### src/logic/wdr_defines.vh
`ifndef WDR_DEFINES_VH
`define WDR_DEFINES_VH
// register indices as printed; byte address is four times the index
`define WDR_IDX_CONTROL 8'h93
`define WDR_IDX_RESTART 8'h94
`define WDR_IDX_STATUS 8'h95
`define WDR_IDX_MASK 8'h96
`define WDR_ADDR_CONTROL 12'h24c
`define WDR_ADDR_RESTART 12'h250
`define WDR_ADDR_STATUS 12'h254
`define WDR_ADDR_MASK 12'h258
`define WDR_BIT_ENABLE 7
`define WDR_BIT_NMI 6
`define WDR_BIT_CAUSE 5
`define WDR_CLK_HI 4
`define WDR_CLK_LO 3
`define WDR_PER_HI 1
`define WDR_PER_LO 0
`define WDR_CLK_SYSTEM 2'h0
`define WDR_CLK_RTC 2'h1
`define WDR_KEY_FIRST 8'ha5
`define WDR_KEY_SECOND 8'h5a
`define WDR_RESET_CONTROL 8'h00
`define WDR_EXP_P0 27
`define WDR_EXP_P1 25
`define WDR_EXP_P2 22
`define WDR_EXP_P3 18
`define WDR_IRQ_BITS 2
`define WDR_IRQ_EXPIRY 0
`define WDR_IRQ_BADKEY 1
`endif

### src/logic/wdr_watchdog.v
`timescale 1ns/1ps
`default_nettype none
`include "wdr_defines.vh"

module wdr_watchdog #(
	parameter CNT_W = 27,
	parameter EXP_P0 = `WDR_EXP_P0,
	parameter EXP_P1 = `WDR_EXP_P1,
	parameter EXP_P2 = `WDR_EXP_P2,
	parameter EXP_P3 = `WDR_EXP_P3,
	parameter SYNC_STAGES = 3
) (
	input wire pclk,
	input wire presetn,
	input wire psel,
	input wire penable,
	input wire pwrite,
	input wire [11:0] paddr,
	input wire [31:0] pwdata,
	input wire [3:0] pstrb,
	output reg [31:0] prdata,
	output wire pready,
	output wire pslverr,
	input wire last_reset_was_dog,
	input wire rtc_clock_in,
	input wire line_clock_in,
	input wire rtc_source_line,
	output reg dog_reset_req,
	output reg dog_nmi_req,
	output wire irq
);

	localparam [CNT_W-1:0] ONE = {{(CNT_W-1){1'b0}}, 1'b1};
	localparam [CNT_W-1:0] ZERO = {CNT_W{1'b0}};
	localparam NPIN = 2;
	localparam PIN_RTC = 0;
	localparam PIN_LINE = 1;
	localparam [1:0] KEY_IDLE = 2'h0;
	localparam [1:0] KEY_ARMED = 2'h1;
	localparam [1:0] BOOT_LOAD = 2'h0;
	localparam [1:0] BOOT_RUN = 2'h1;

	reg [7:0] dog_control_reg;
	reg [7:0] next_control;
	reg [1:0] key_state;
	reg [1:0] next_key_state;
	reg [1:0] boot_state;
	reg [1:0] next_boot_state;
	reg [CNT_W-1:0] count;
	reg [CNT_W-1:0] next_count;
	reg [`WDR_IRQ_BITS-1:0] irq_status;
	reg [`WDR_IRQ_BITS-1:0] next_status;
	reg [`WDR_IRQ_BITS-1:0] irq_mask;
	reg [`WDR_IRQ_BITS-1:0] next_mask;
	reg [`WDR_IRQ_BITS-1:0] irq_event;
	reg [31:0] next_prdata;
	reg next_reset_req;
	reg next_nmi_req;
	reg tick;
	reg src_prev;
	integer bi;
	wire [NPIN-1:0] pin_raw;
	wire [NPIN-1:0] pin_level;
	genvar gi;

	wire dog_enable = dog_control_reg[`WDR_BIT_ENABLE];
	wire [1:0] dog_clock_select = dog_control_reg[`WDR_CLK_HI:`WDR_CLK_LO];
	wire [1:0] dog_period_select = dog_control_reg[`WDR_PER_HI:`WDR_PER_LO];

	function [CNT_W-1:0] period_limit;
		input [1:0] sel;
		begin
			case (sel)
			2'h0: begin
				period_limit = (ONE << EXP_P0) - ONE;
			end
			2'h1: begin
				period_limit = (ONE << EXP_P1) - ONE;
			end
			2'h2: begin
				period_limit = (ONE << EXP_P2) - ONE;
			end
			default: begin
				period_limit = (ONE << EXP_P3) - ONE;
			end
			endcase
		end
	endfunction

	function addr_is;
		input [11:0] addr;
		input [11:0] target;
		begin
			addr_is = (addr == target);
		end
	endfunction

	// zero wait states: every access completes in its first access cycle
	assign pready = 1'b1;
	assign pslverr = 1'b0;

	wire setup = psel & ~penable;
	wire access = psel & penable;
	wire wr = access & pwrite & pstrb[0];
	wire wr_ctl = wr & addr_is(paddr, `WDR_ADDR_CONTROL);
	wire wr_rst = wr & addr_is(paddr, `WDR_ADDR_RESTART);
	wire wr_sts = wr & addr_is(paddr, `WDR_ADDR_STATUS);
	wire wr_msk = wr & addr_is(paddr, `WDR_ADDR_MASK);
	wire [7:0] wbyte = pwdata[7:0];
	wire key_first = (wbyte == `WDR_KEY_FIRST);
	wire key_second = (wbyte == `WDR_KEY_SECOND);

	assign pin_raw[PIN_RTC] = rtc_clock_in;
	assign pin_raw[PIN_LINE] = line_clock_in;

	// pins are asynchronous: a change counts once the last two stages agree
	generate
		for (gi = 0; gi < NPIN; gi = gi + 1) begin : g_sync
			reg [SYNC_STAGES-1:0] stage;
			reg level;
			always @(posedge pclk or negedge presetn) begin
				if (!presetn) begin
					stage <= {SYNC_STAGES{1'b0}};
					level <= 1'b0;
				end else begin
					stage <= {stage[SYNC_STAGES-2:0], pin_raw[gi]};
					if (stage[SYNC_STAGES-2] == stage[SYNC_STAGES-1]) begin
						level <= stage[SYNC_STAGES-1];
					end
				end
			end
			assign pin_level[gi] = level;
		end
	endgenerate

	always @(*) begin
		next_key_state = key_state;
		case (key_state)
		KEY_IDLE: begin
			if (wr_rst && key_first) begin
				next_key_state = KEY_ARMED;
			end
		end
		KEY_ARMED: begin
			if (wr_rst && !key_first) begin
				next_key_state = KEY_IDLE;
			end
		end
		default: begin
			next_key_state = KEY_IDLE;
		end
		endcase
	end

	wire key_armed = (key_state == KEY_ARMED);
	wire restart_ok = wr_rst & key_armed & key_second;
	wire bad_key = wr_rst & ~key_first & ~restart_ok;

	always @(posedge pclk or negedge presetn) begin
		if (!presetn) begin
			key_state <= KEY_IDLE;
		end else begin
			key_state <= next_key_state;
		end
	end

	wire rtc_now = rtc_source_line ? pin_level[PIN_LINE] : pin_level[PIN_RTC];
	wire rtc_tick = rtc_now & ~src_prev;

	always @(posedge pclk or negedge presetn) begin
		if (!presetn) begin
			src_prev <= 1'b0;
		end else begin
			src_prev <= rtc_now;
		end
	end

	// reserved clock codes stop counting rather than guess a source
	always @(*) begin
		case (dog_clock_select)
		`WDR_CLK_SYSTEM: begin
			tick = 1'b1;
		end
		`WDR_CLK_RTC: begin
			tick = rtc_tick;
		end
		default: begin
			tick = 1'b0;
		end
		endcase
	end

	wire at_limit = (count >= period_limit(dog_period_select));
	wire expire = dog_enable & tick & at_limit;

	always @(*) begin
		next_count = count;
		if (!dog_enable) begin
			next_count = ZERO;
		end else if (restart_ok) begin
			next_count = ZERO;
		end else if (expire) begin
			next_count = ZERO;
		end else if (tick) begin
			next_count = count + ONE;
		end
	end

	always @(posedge pclk or negedge presetn) begin
		if (!presetn) begin
			count <= ZERO;
		end else begin
			count <= next_count;
		end
	end

	always @(*) begin
		next_reset_req = 1'b0;
		next_nmi_req = 1'b0;
		if (expire) begin
			if (dog_control_reg[`WDR_BIT_NMI]) begin
				next_nmi_req = 1'b1;
			end else begin
				next_reset_req = 1'b1;
			end
		end
	end

	always @(posedge pclk or negedge presetn) begin
		if (!presetn) begin
			dog_reset_req <= 1'b0;
			dog_nmi_req <= 1'b0;
		end else begin
			dog_reset_req <= next_reset_req;
			dog_nmi_req <= next_nmi_req;
		end
	end

	// the cause flag loads from the reset source once, on the first edge after reset
	always @(*) begin
		case (boot_state)
		BOOT_LOAD: begin
			next_boot_state = BOOT_RUN;
		end
		default: begin
			next_boot_state = BOOT_RUN;
		end
		endcase
	end

	always @(posedge pclk or negedge presetn) begin
		if (!presetn) begin
			boot_state <= BOOT_LOAD;
		end else begin
			boot_state <= next_boot_state;
		end
	end

	always @(*) begin
		next_control = dog_control_reg;
		if (boot_state == BOOT_LOAD) begin
			next_control[`WDR_BIT_CAUSE] = last_reset_was_dog;
		end else if (expire) begin
			next_control[`WDR_BIT_CAUSE] = 1'b1;
		end
		// enable is sticky, cause and bit 2 ignore writes
		if (wr_ctl) begin
			next_control[`WDR_BIT_ENABLE] = dog_enable | wbyte[`WDR_BIT_ENABLE];
			next_control[`WDR_BIT_NMI] = wbyte[`WDR_BIT_NMI];
			next_control[`WDR_CLK_HI:`WDR_CLK_LO] = wbyte[`WDR_CLK_HI:`WDR_CLK_LO];
			next_control[`WDR_PER_HI:`WDR_PER_LO] = wbyte[`WDR_PER_HI:`WDR_PER_LO];
		end
	end

	always @(posedge pclk or negedge presetn) begin
		if (!presetn) begin
			dog_control_reg <= `WDR_RESET_CONTROL;
		end else begin
			dog_control_reg <= next_control;
		end
	end

	always @(*) begin
		irq_event = {`WDR_IRQ_BITS{1'b0}};
		irq_event[`WDR_IRQ_EXPIRY] = expire;
		irq_event[`WDR_IRQ_BADKEY] = bad_key;
	end

	always @(*) begin
		next_status = irq_status;
		for (bi = 0; bi < `WDR_IRQ_BITS; bi = bi + 1) begin
			if (wr_sts && wbyte[bi]) begin
				next_status[bi] = 1'b0;
			end
			// set beats a same-cycle write-one-to-clear
			if (irq_event[bi]) begin
				next_status[bi] = 1'b1;
			end
		end
	end

	always @(*) begin
		next_mask = irq_mask;
		if (wr_msk) begin
			next_mask = wbyte[`WDR_IRQ_BITS-1:0];
		end
	end

	always @(posedge pclk or negedge presetn) begin
		if (!presetn) begin
			irq_status <= {`WDR_IRQ_BITS{1'b0}};
			irq_mask <= {`WDR_IRQ_BITS{1'b0}};
		end else begin
			irq_status <= next_status;
			irq_mask <= next_mask;
		end
	end

	assign irq = |(irq_status & irq_mask);

	// read data is captured in the setup cycle so it is a flop output in the access cycle
	always @(*) begin
		next_prdata = prdata;
		if (setup) begin
			if (addr_is(paddr, `WDR_ADDR_CONTROL)) begin
				next_prdata = {24'h0, dog_control_reg};
			end else if (addr_is(paddr, `WDR_ADDR_STATUS)) begin
				next_prdata = {{(32-`WDR_IRQ_BITS){1'b0}}, irq_status};
			end else if (addr_is(paddr, `WDR_ADDR_MASK)) begin
				next_prdata = {{(32-`WDR_IRQ_BITS){1'b0}}, irq_mask};
			end else begin
				// restart key and unmapped offsets read as zero
				next_prdata = 32'h0;
			end
		end
	end

	always @(posedge pclk or negedge presetn) begin
		if (!presetn) begin
			prdata <= 32'h0;
		end else begin
			prdata <= next_prdata;
		end
	end

endmodule

`default_nettype wire

### config.mk
export PLATFORM = sky130hd
export DESIGN_NAME = wdr_watchdog
export DESIGN_NICKNAME = d
export VERILOG_FILES = /design/src/logic/wdr_watchdog.v
export VERILOG_INCLUDE_DIRS = /design/src /design/src/logic
export SDC_FILE = /design/constraint.sdc
export NUM_CORES = 1
export LEC_CHECK = 0
export ABC_AREA = 0
export BUFFER_PORTS_ARGS = -buffer_cell sky130_fd_sc_hd__buf_4
export CAP_MARGIN = 20
export CORE_MARGIN = 10
export CORE_UTILIZATION = 55
export CTS_BUF_LIST = sky130_fd_sc_hd__clkbuf_4 sky130_fd_sc_hd__clkbuf_8
export DETAILED_ROUTE_END_ITERATION = 10
export PLACE_DENSITY = 0.85
export SYNTH_ARGS = -nofsm -noshare
export SYNTH_HDL_FRONTEND = slang
export SYNTH_SLANG_ARGS = --single-unit
### constraint.sdc
create_clock -name pclk -period 6.87 [get_ports pclk]
set_clock_uncertainty 0.15 [all_clocks]
set_input_delay 1.374 -clock pclk [delete_from_list [all_inputs] [get_ports pclk]]
set_output_delay 1.374 -clock pclk [all_outputs]
set_load 0.01 [all_outputs]
==> results of run 1 <==
==> power by group through the flow <==
| stage | Clock, mW | Sequential [mW] | Combinational, mW |
|---|---|---|---|
| 5_1_grt | 0.343 | 0.349 | 0.0413 |
| 3_3_place_gp | 0 | 0.354 | 0.0353 |
| 4_1_cts | 0.328 | 0.348 | 0.0364 |
| 6_report | 0.321 | 0.349 | 0.0368 |
| 2_1_floorplan | 0 | 0.354 | 0.0248 |
| 3_5_place_dp | 0 | 0.355 | 0.0361 |
==> layout by cell type (no fill, tap or decap), types with 5 or more instances in the layout <==
cell type  netlist  layout
buf_4           27      40
xnor2_1          7       7
a31oi_1          7       7
dfrtp_1         58      58
xor2_1           5       5
conb_1           2      28
nor3_1          12      12
a21oi_1         12      12
nor4_1           6       6
a211oi_1         5       5
mux2_2           8       8
ha_1             6       6
clkbuf_8         0      10
o21ai_0         15      15
nand2_1         40      40
nand4_1          5       5
nor2_1          24      24
nand3_1         22      22
inv_1            9       9
==> final cells by class <==
type                            count  share of cell area [%]
Clock buffer                       10                    3.73
Sequential cell                    58                    39.3
Clock inverter                      6                    1.80
Tap cell                           72                    2.44
Inverter                            9                   0.915
Timing Repair Buffer               42                    8.58
Multi-Input combinational cell    264                    43.2
==> critical path, stage by stage <==
cell and delay (ns):
buf_4 0.11, nor4b_1 0.27, nand4b_1 0.26, or3_1 0.42
or3_1 0.38, o21ai_1 0.59, buf_6 0.23, o31ai_1 0.09
==> logic make-up (layout without fill, tap and decap cells) <==
| group | after synthesis | in the layout | share of synthesized area, % |
|---|---|---|---|
| AND/OR/NAND/NOR | 145 | 145 | 23.8 |
| AO/OA/AOI/OAI | 61 | 61 | 12.7 |
| flip-flops | 58 | 58 | 44.9 |
| buffers and inverters | 45 | 67 | 8.71 |
| XOR/XNOR | 12 | 12 | 3.25 |
| multiplexers | 10 | 10 | 3.41 |
| adder cells (fa/ha/maj) | 8 | 8 | 2.94 |
| other | 2 | 28 | 0.232 |
==> final timing paths <==
kind	start	endpoint
min in group asynchronous	presetn	count[5]
worst min register to register	g_sync[1].stage[0]	g_sync[1].stage[1]
worst max-delay path	paddr[8]	count[10]
max in group asynchronous	presetn	count[18]
worst max register to register	dog_control_reg[1]	count[22]
worst min-delay path	g_sync[1].stage[0]	g_sync[1].stage[1]
==> per-layer routing <==
layer / up-vias / share of wire, % / global-route usage, %
met1: 1345 / 44 / 20.5
met2: 101 / 48 / 26.9
li1: 1256 / - / -
met5: - / 0 / 0
met3: 18 / 5.6 / 4.76
met4: 0 / 1.8 / 6.09
==> synth_stat cells (3+ instances only) <==
cell type	count	area, µm²
dfrtp_1	58	1450
nand2_1	40	150
buf_4	27	203
nor2_1	24	90.1
nand3_1	22	110
o21ai_0	15	75.1
a21oi_1	12	60.1
nor3_1	12	60.1
inv_1	9	33.8
mux2_2	8	90.1
a31oi_1	7	43.8
xnor2_1	7	61.3
ha_1	6	75.1
nor4_1	6	37.5
a211oi_1	5	37.5
nand4_1	5	31.3
xor2_1	5	43.8
and3_1	4	25.0
and4_1	4	35.0
clkbuf_1	4	15.0
or2_2	4	25.0
a21o_1	3	22.5
buf_2	3	15.0
nand4b_1	3	26.3
nor4bb_1	3	30.0
o31ai_1	3	22.5
or3_1	3	18.8
or4_1	3	22.5
==> metrics.txt, run 1 <==
total power between 0.7 and 0.8 mW; drt initial violations 200; critical path type in -> reg; CTS tree done; post-CTS sizing 0; Min-Delay Path Depth 0; Max-slew headroom between 30% and 40%; Netlist cell types 54; Via density 5.90; I/O Buffers 39; # clock sinks 58; DRC viols 0; sw frac 23.9%; Post-CTS Setup Repair Bufs 0; Static Leak 1.62 nW; Crit. End Element register; Final Setup Violations 0; Fin Setup TNS 0 ns; RSZ-0062 raised after global routing false; Setup WS post-layout between 3 and 4 ns; CTS clk-pin slew, worst paths roughly 0.070 ns; CP Max Fanout 9; Flop pwr share 49.3%; die height 96.6 µm; Multi-input gate area between 1500 and 2000 µm²; WL final 7.70 mm; post-detail-place hpwl roughly 5.5 mm; H-Tree Depth 3; logic gate share of total power 5.2%; Hold Slack 0.205 ns; actual slew at the worst max-slew pin 0.968 ns; Min-Delay Path Class reg -> reg; Starting Density 57.6%; flop2flop setup slack around 3.6 ns; fin area ~3700 µm²; worst vdd ir 199 µV; vias in the first global route 2741; io pins 94; # Max-Cap Violations 0; Power per Cell Area 191 nW/µm²; internal power 0.537 mW; Congestion Overflow GR 0; post-placement cell count approximately 440; die width just under 100 µm; Tcrit/Tclk final between 50 and 60%; CTS root buf clkbuf_8; CTS buffer count 9; Inserted Diodes 0; Slew Viols, Final 0; nets around 450; layout cells sized above 1 20.3%; GPL Wtd Cong 0.823; worst skew pair latency between 0.3 and 0.4 ns; final worst path period need 3.66 ns; core box area around 5600 µm²; Top FF cell, synth dfrtp_1; initial antenna violation count 0; Synth Register Bits 58; Max Fclk 0.273 GHz; # hold bufs at CTS 0; Syn-to-layout area delta 14.3%; setup slack at placement a little under 3 ns; Reg2Reg Depth 8; all-layer global routing usage between 10% and 20%; post-route insts no fill 461; via count 2720; largest net degree at the start of global routing 59; sequential share of the synthesized area 44.9%; drt first pass iters 5; YS warnings 0; Synth Instances about 340; fillers 460; asr flop ratio synth 100%; Critical Path AT 3.73 ns; die area a little over 9000 µm²; Synth Area per Inst roughly 9.5 µm²; row count 27; final hold vios 0; placed cell areas roughly 3500 µm²; clk buf depth 2; synthesized area 3230 µm²; Worst Path Required 6.94 ns; Sequential cell area 1450 µm²; Routed Antenna Nets 0; clock share of power between 40 and 50%; Largest register FFs 27; NetSw 0.169 mW; Critical Path Start Type input port; Post-Route Utilization approximately two thirds; EDFF count, synth 0; first-pass GRT wire length 13.3 mm; status finished, final reports clean; wire per inst about 17 µm
No activity file was read; power rests on OpenSTA's default activity.
==> run 2, diff against run 1 <==
- CORE_UTILIZATION: 55 -> 49
- PLACE_DENSITY: 0.85 -> 0.8
- clock period: 6.87 -> 3.2 ns (I/O delays scaled with it)
==> run 2 against run 1 <==
Net effect:
- die area increased by 9.6%
- clock power increased by 120%
- combinational power increased by 120%
- utilization decreased by 7.0 points
- global-route usage decreased by 1.3 points
- register-to-register slack got worse by 3.3 ns
- setup slack got worse by 2.9 ns
- highest routed layer unchanged
- via count decreased by 2.9%
- sequential cell count unchanged
==> metrics.txt, run 2 (synthesis results as in run 1) <==
worst skew pair latency 0.33 ns; CTS clk-pin slew, worst paths about 0.06 ns; nets 454; NetSw 0.339 mW; RSZ-0062 raised after global routing false; Min-Delay Path Depth 0; Sequential cell area 1450 µm²; Max Fclk 0.344 GHz; flop2flop setup slack 0.29 ns; Worst Path Required 3.30 ns; placed cell areas between 3000 and 4000 µm²; setup slack at placement 0.309 ns; Power per Cell Area about 410 nW/µm²; initial antenna violation count 0; io pins 94; I/O Buffers 39; Slew Viols, Final 0; die width 101 µm; Final Setup Violations 0; DRC viols 0; Post-Route Utilization 58.9%; Tcrit/Tclk final 90.8%; actual slew at the worst max-slew pin approximately 0.7 ns; GPL Wtd Cong 0.829; Syn-to-layout area delta 16.3%; internal power 1.20 mW; first-pass GRT wire length 12.9 mm; post-detail-place hpwl roughly 5.6 mm; fillers ~560; status finished, final reports clean; Crit. End Element register; wire per inst 16.3 µm; fin area 3760 µm²; final worst path period need 2.91 ns; sw frac 22.1%; post-CTS sizing 0; Critical Path AT roughly 3.0 ns; worst hold endpoint g_sync[0].stage[1]; leading cell type in the layout, fill and taps excluded dfrtp_1; worst r2r src dog_control_reg[1]; Largest register FFs 27; Min-Delay Path Class reg -> reg; Congestion Overflow GR 0; CTS tree done; Starting Density 50.6%; worst r2r dst count[16]; drt first pass iters 4; all-layer global routing usage 15.4%; Routed Antenna Nets 0; Flop pwr share roughly 49%; Fin Setup TNS 0 ns; Reg2Reg Depth 8; Max-slew headroom between 50% and 60%; logic gate share of total power 5.2%; die height 101 µm; CP Max Fanout 10; Critical Path Start Type register; critical path type reg -> reg; final hold vios 0; most frequent cells in the layout 58 x dfrtp_1, 49 x buf_4, 40 x nand2_1; drt initial violations 154; Static Leak 1.66 nW; # clock sinks 58; # Max-Cap Violations 0; via count 2641; Multi-input gate area 1600 µm²; # hold bufs at CTS 0; worst vdd ir 334 µV; layout cells sized above 1 21.7%; Via density 5.58; core box area between 6000 and 7000 µm²; H-Tree Depth 3; die area 10200 µm²; HP Start g_sync[0].stage[0]; Setup WS post-layout 0.294 ns; CTS root buf clkbuf_8; clock share of power 46.1%; CTS buffer count 9; Post-CTS Setup Repair Bufs 0; row count 29; vias in the first global route ~2.7k; clk buf depth 2; WL final just under 8 mm; Inserted Diodes 0; largest net degree at the start of global routing 59
## run 2: changes by cell type in the layout (fill, tap and decap cells not counted)
| cell | before | now |
|---|---|---|
| clkbuf_8 | 10 | 12 |
| clkbuf_2 | 1 | 0 |
| buf_6 | 1 | 0 |
| buf_4 | 40 | 49 |
| clkinv_2 | 1 | 2 |
| clkinvlp_4 | 3 | 0 |
## run 2: routing by layer
layer	track usage, %	vias to the layer above	wire [µm]
met5	0	-	0
met4	5.89	0	152
met3	4.02	13	474
met2	25.5	88	3860
met1	18.7	1265	3240
li1	-	1275	-
## run 2: worst max-delay path, stage by stage (launching register included)
cell and delay (ns):
dfrtp_1 0.49, or2_2 0.35, ha_1 0.29, and4_1 0.22, a31oi_1 0.18, o21ai_2 0.16
a211oi_2 0.41, or3b_1 0.39, a31oi_1 0.17
## run 2: layout make-up
| class | instances | area share (%) |
|---|---|---|
| repair buffers | 49 | 9.79 |
| clock buffers | 12 | 4.39 |
| flip-flops and latches | 58 | 38.6 |
| well taps | 77 | 2.56 |
| multi-input cells | 264 | 42.4 |
| clock inverters | 4 | 1.30 |
| inverters | 9 | 0.899 |
## run 2: worst max-delay path by stage
stage	start	end	slack (ns)	depth (start not counted)
after floorplan	paddr[8]	count[0]	0.51	7
after global placement	paddr[8]	count[11]	0.37	8
after detailed placement	dog_control_reg[1]	count[16]	0.31	8
after CTS	dog_control_reg[1]	count[16]	0.31	8
after global routing	dog_control_reg[1]	count[16]	0.07	8
final	dog_control_reg[1]	count[16]	0.29	8
## run 2: metrics by stage
step                power (mW)  instances  hold WS (ns)
floorplan                0.813        367         0.181
global placement         0.836        457         0.184
detailed placement       0.839        457         0.190
CTS                       1.55        473         0.205
global route              1.59        473         0.217
finish                    1.53        473         0.203
## run 2: power by group through the flow
stage / Clock (mW) / Sequential, mW / Combinational (mW)
2_1_floorplan: 0 / 0.760 / 0.0533
3_3_place_gp: 0 / 0.761 / 0.0758
3_5_place_dp: 0 / 0.761 / 0.0783
4_1_cts: 0.721 / 0.747 / 0.0794
5_1_grt: 0.749 / 0.748 / 0.0889
6_report: 0.707 / 0.747 / 0.0799
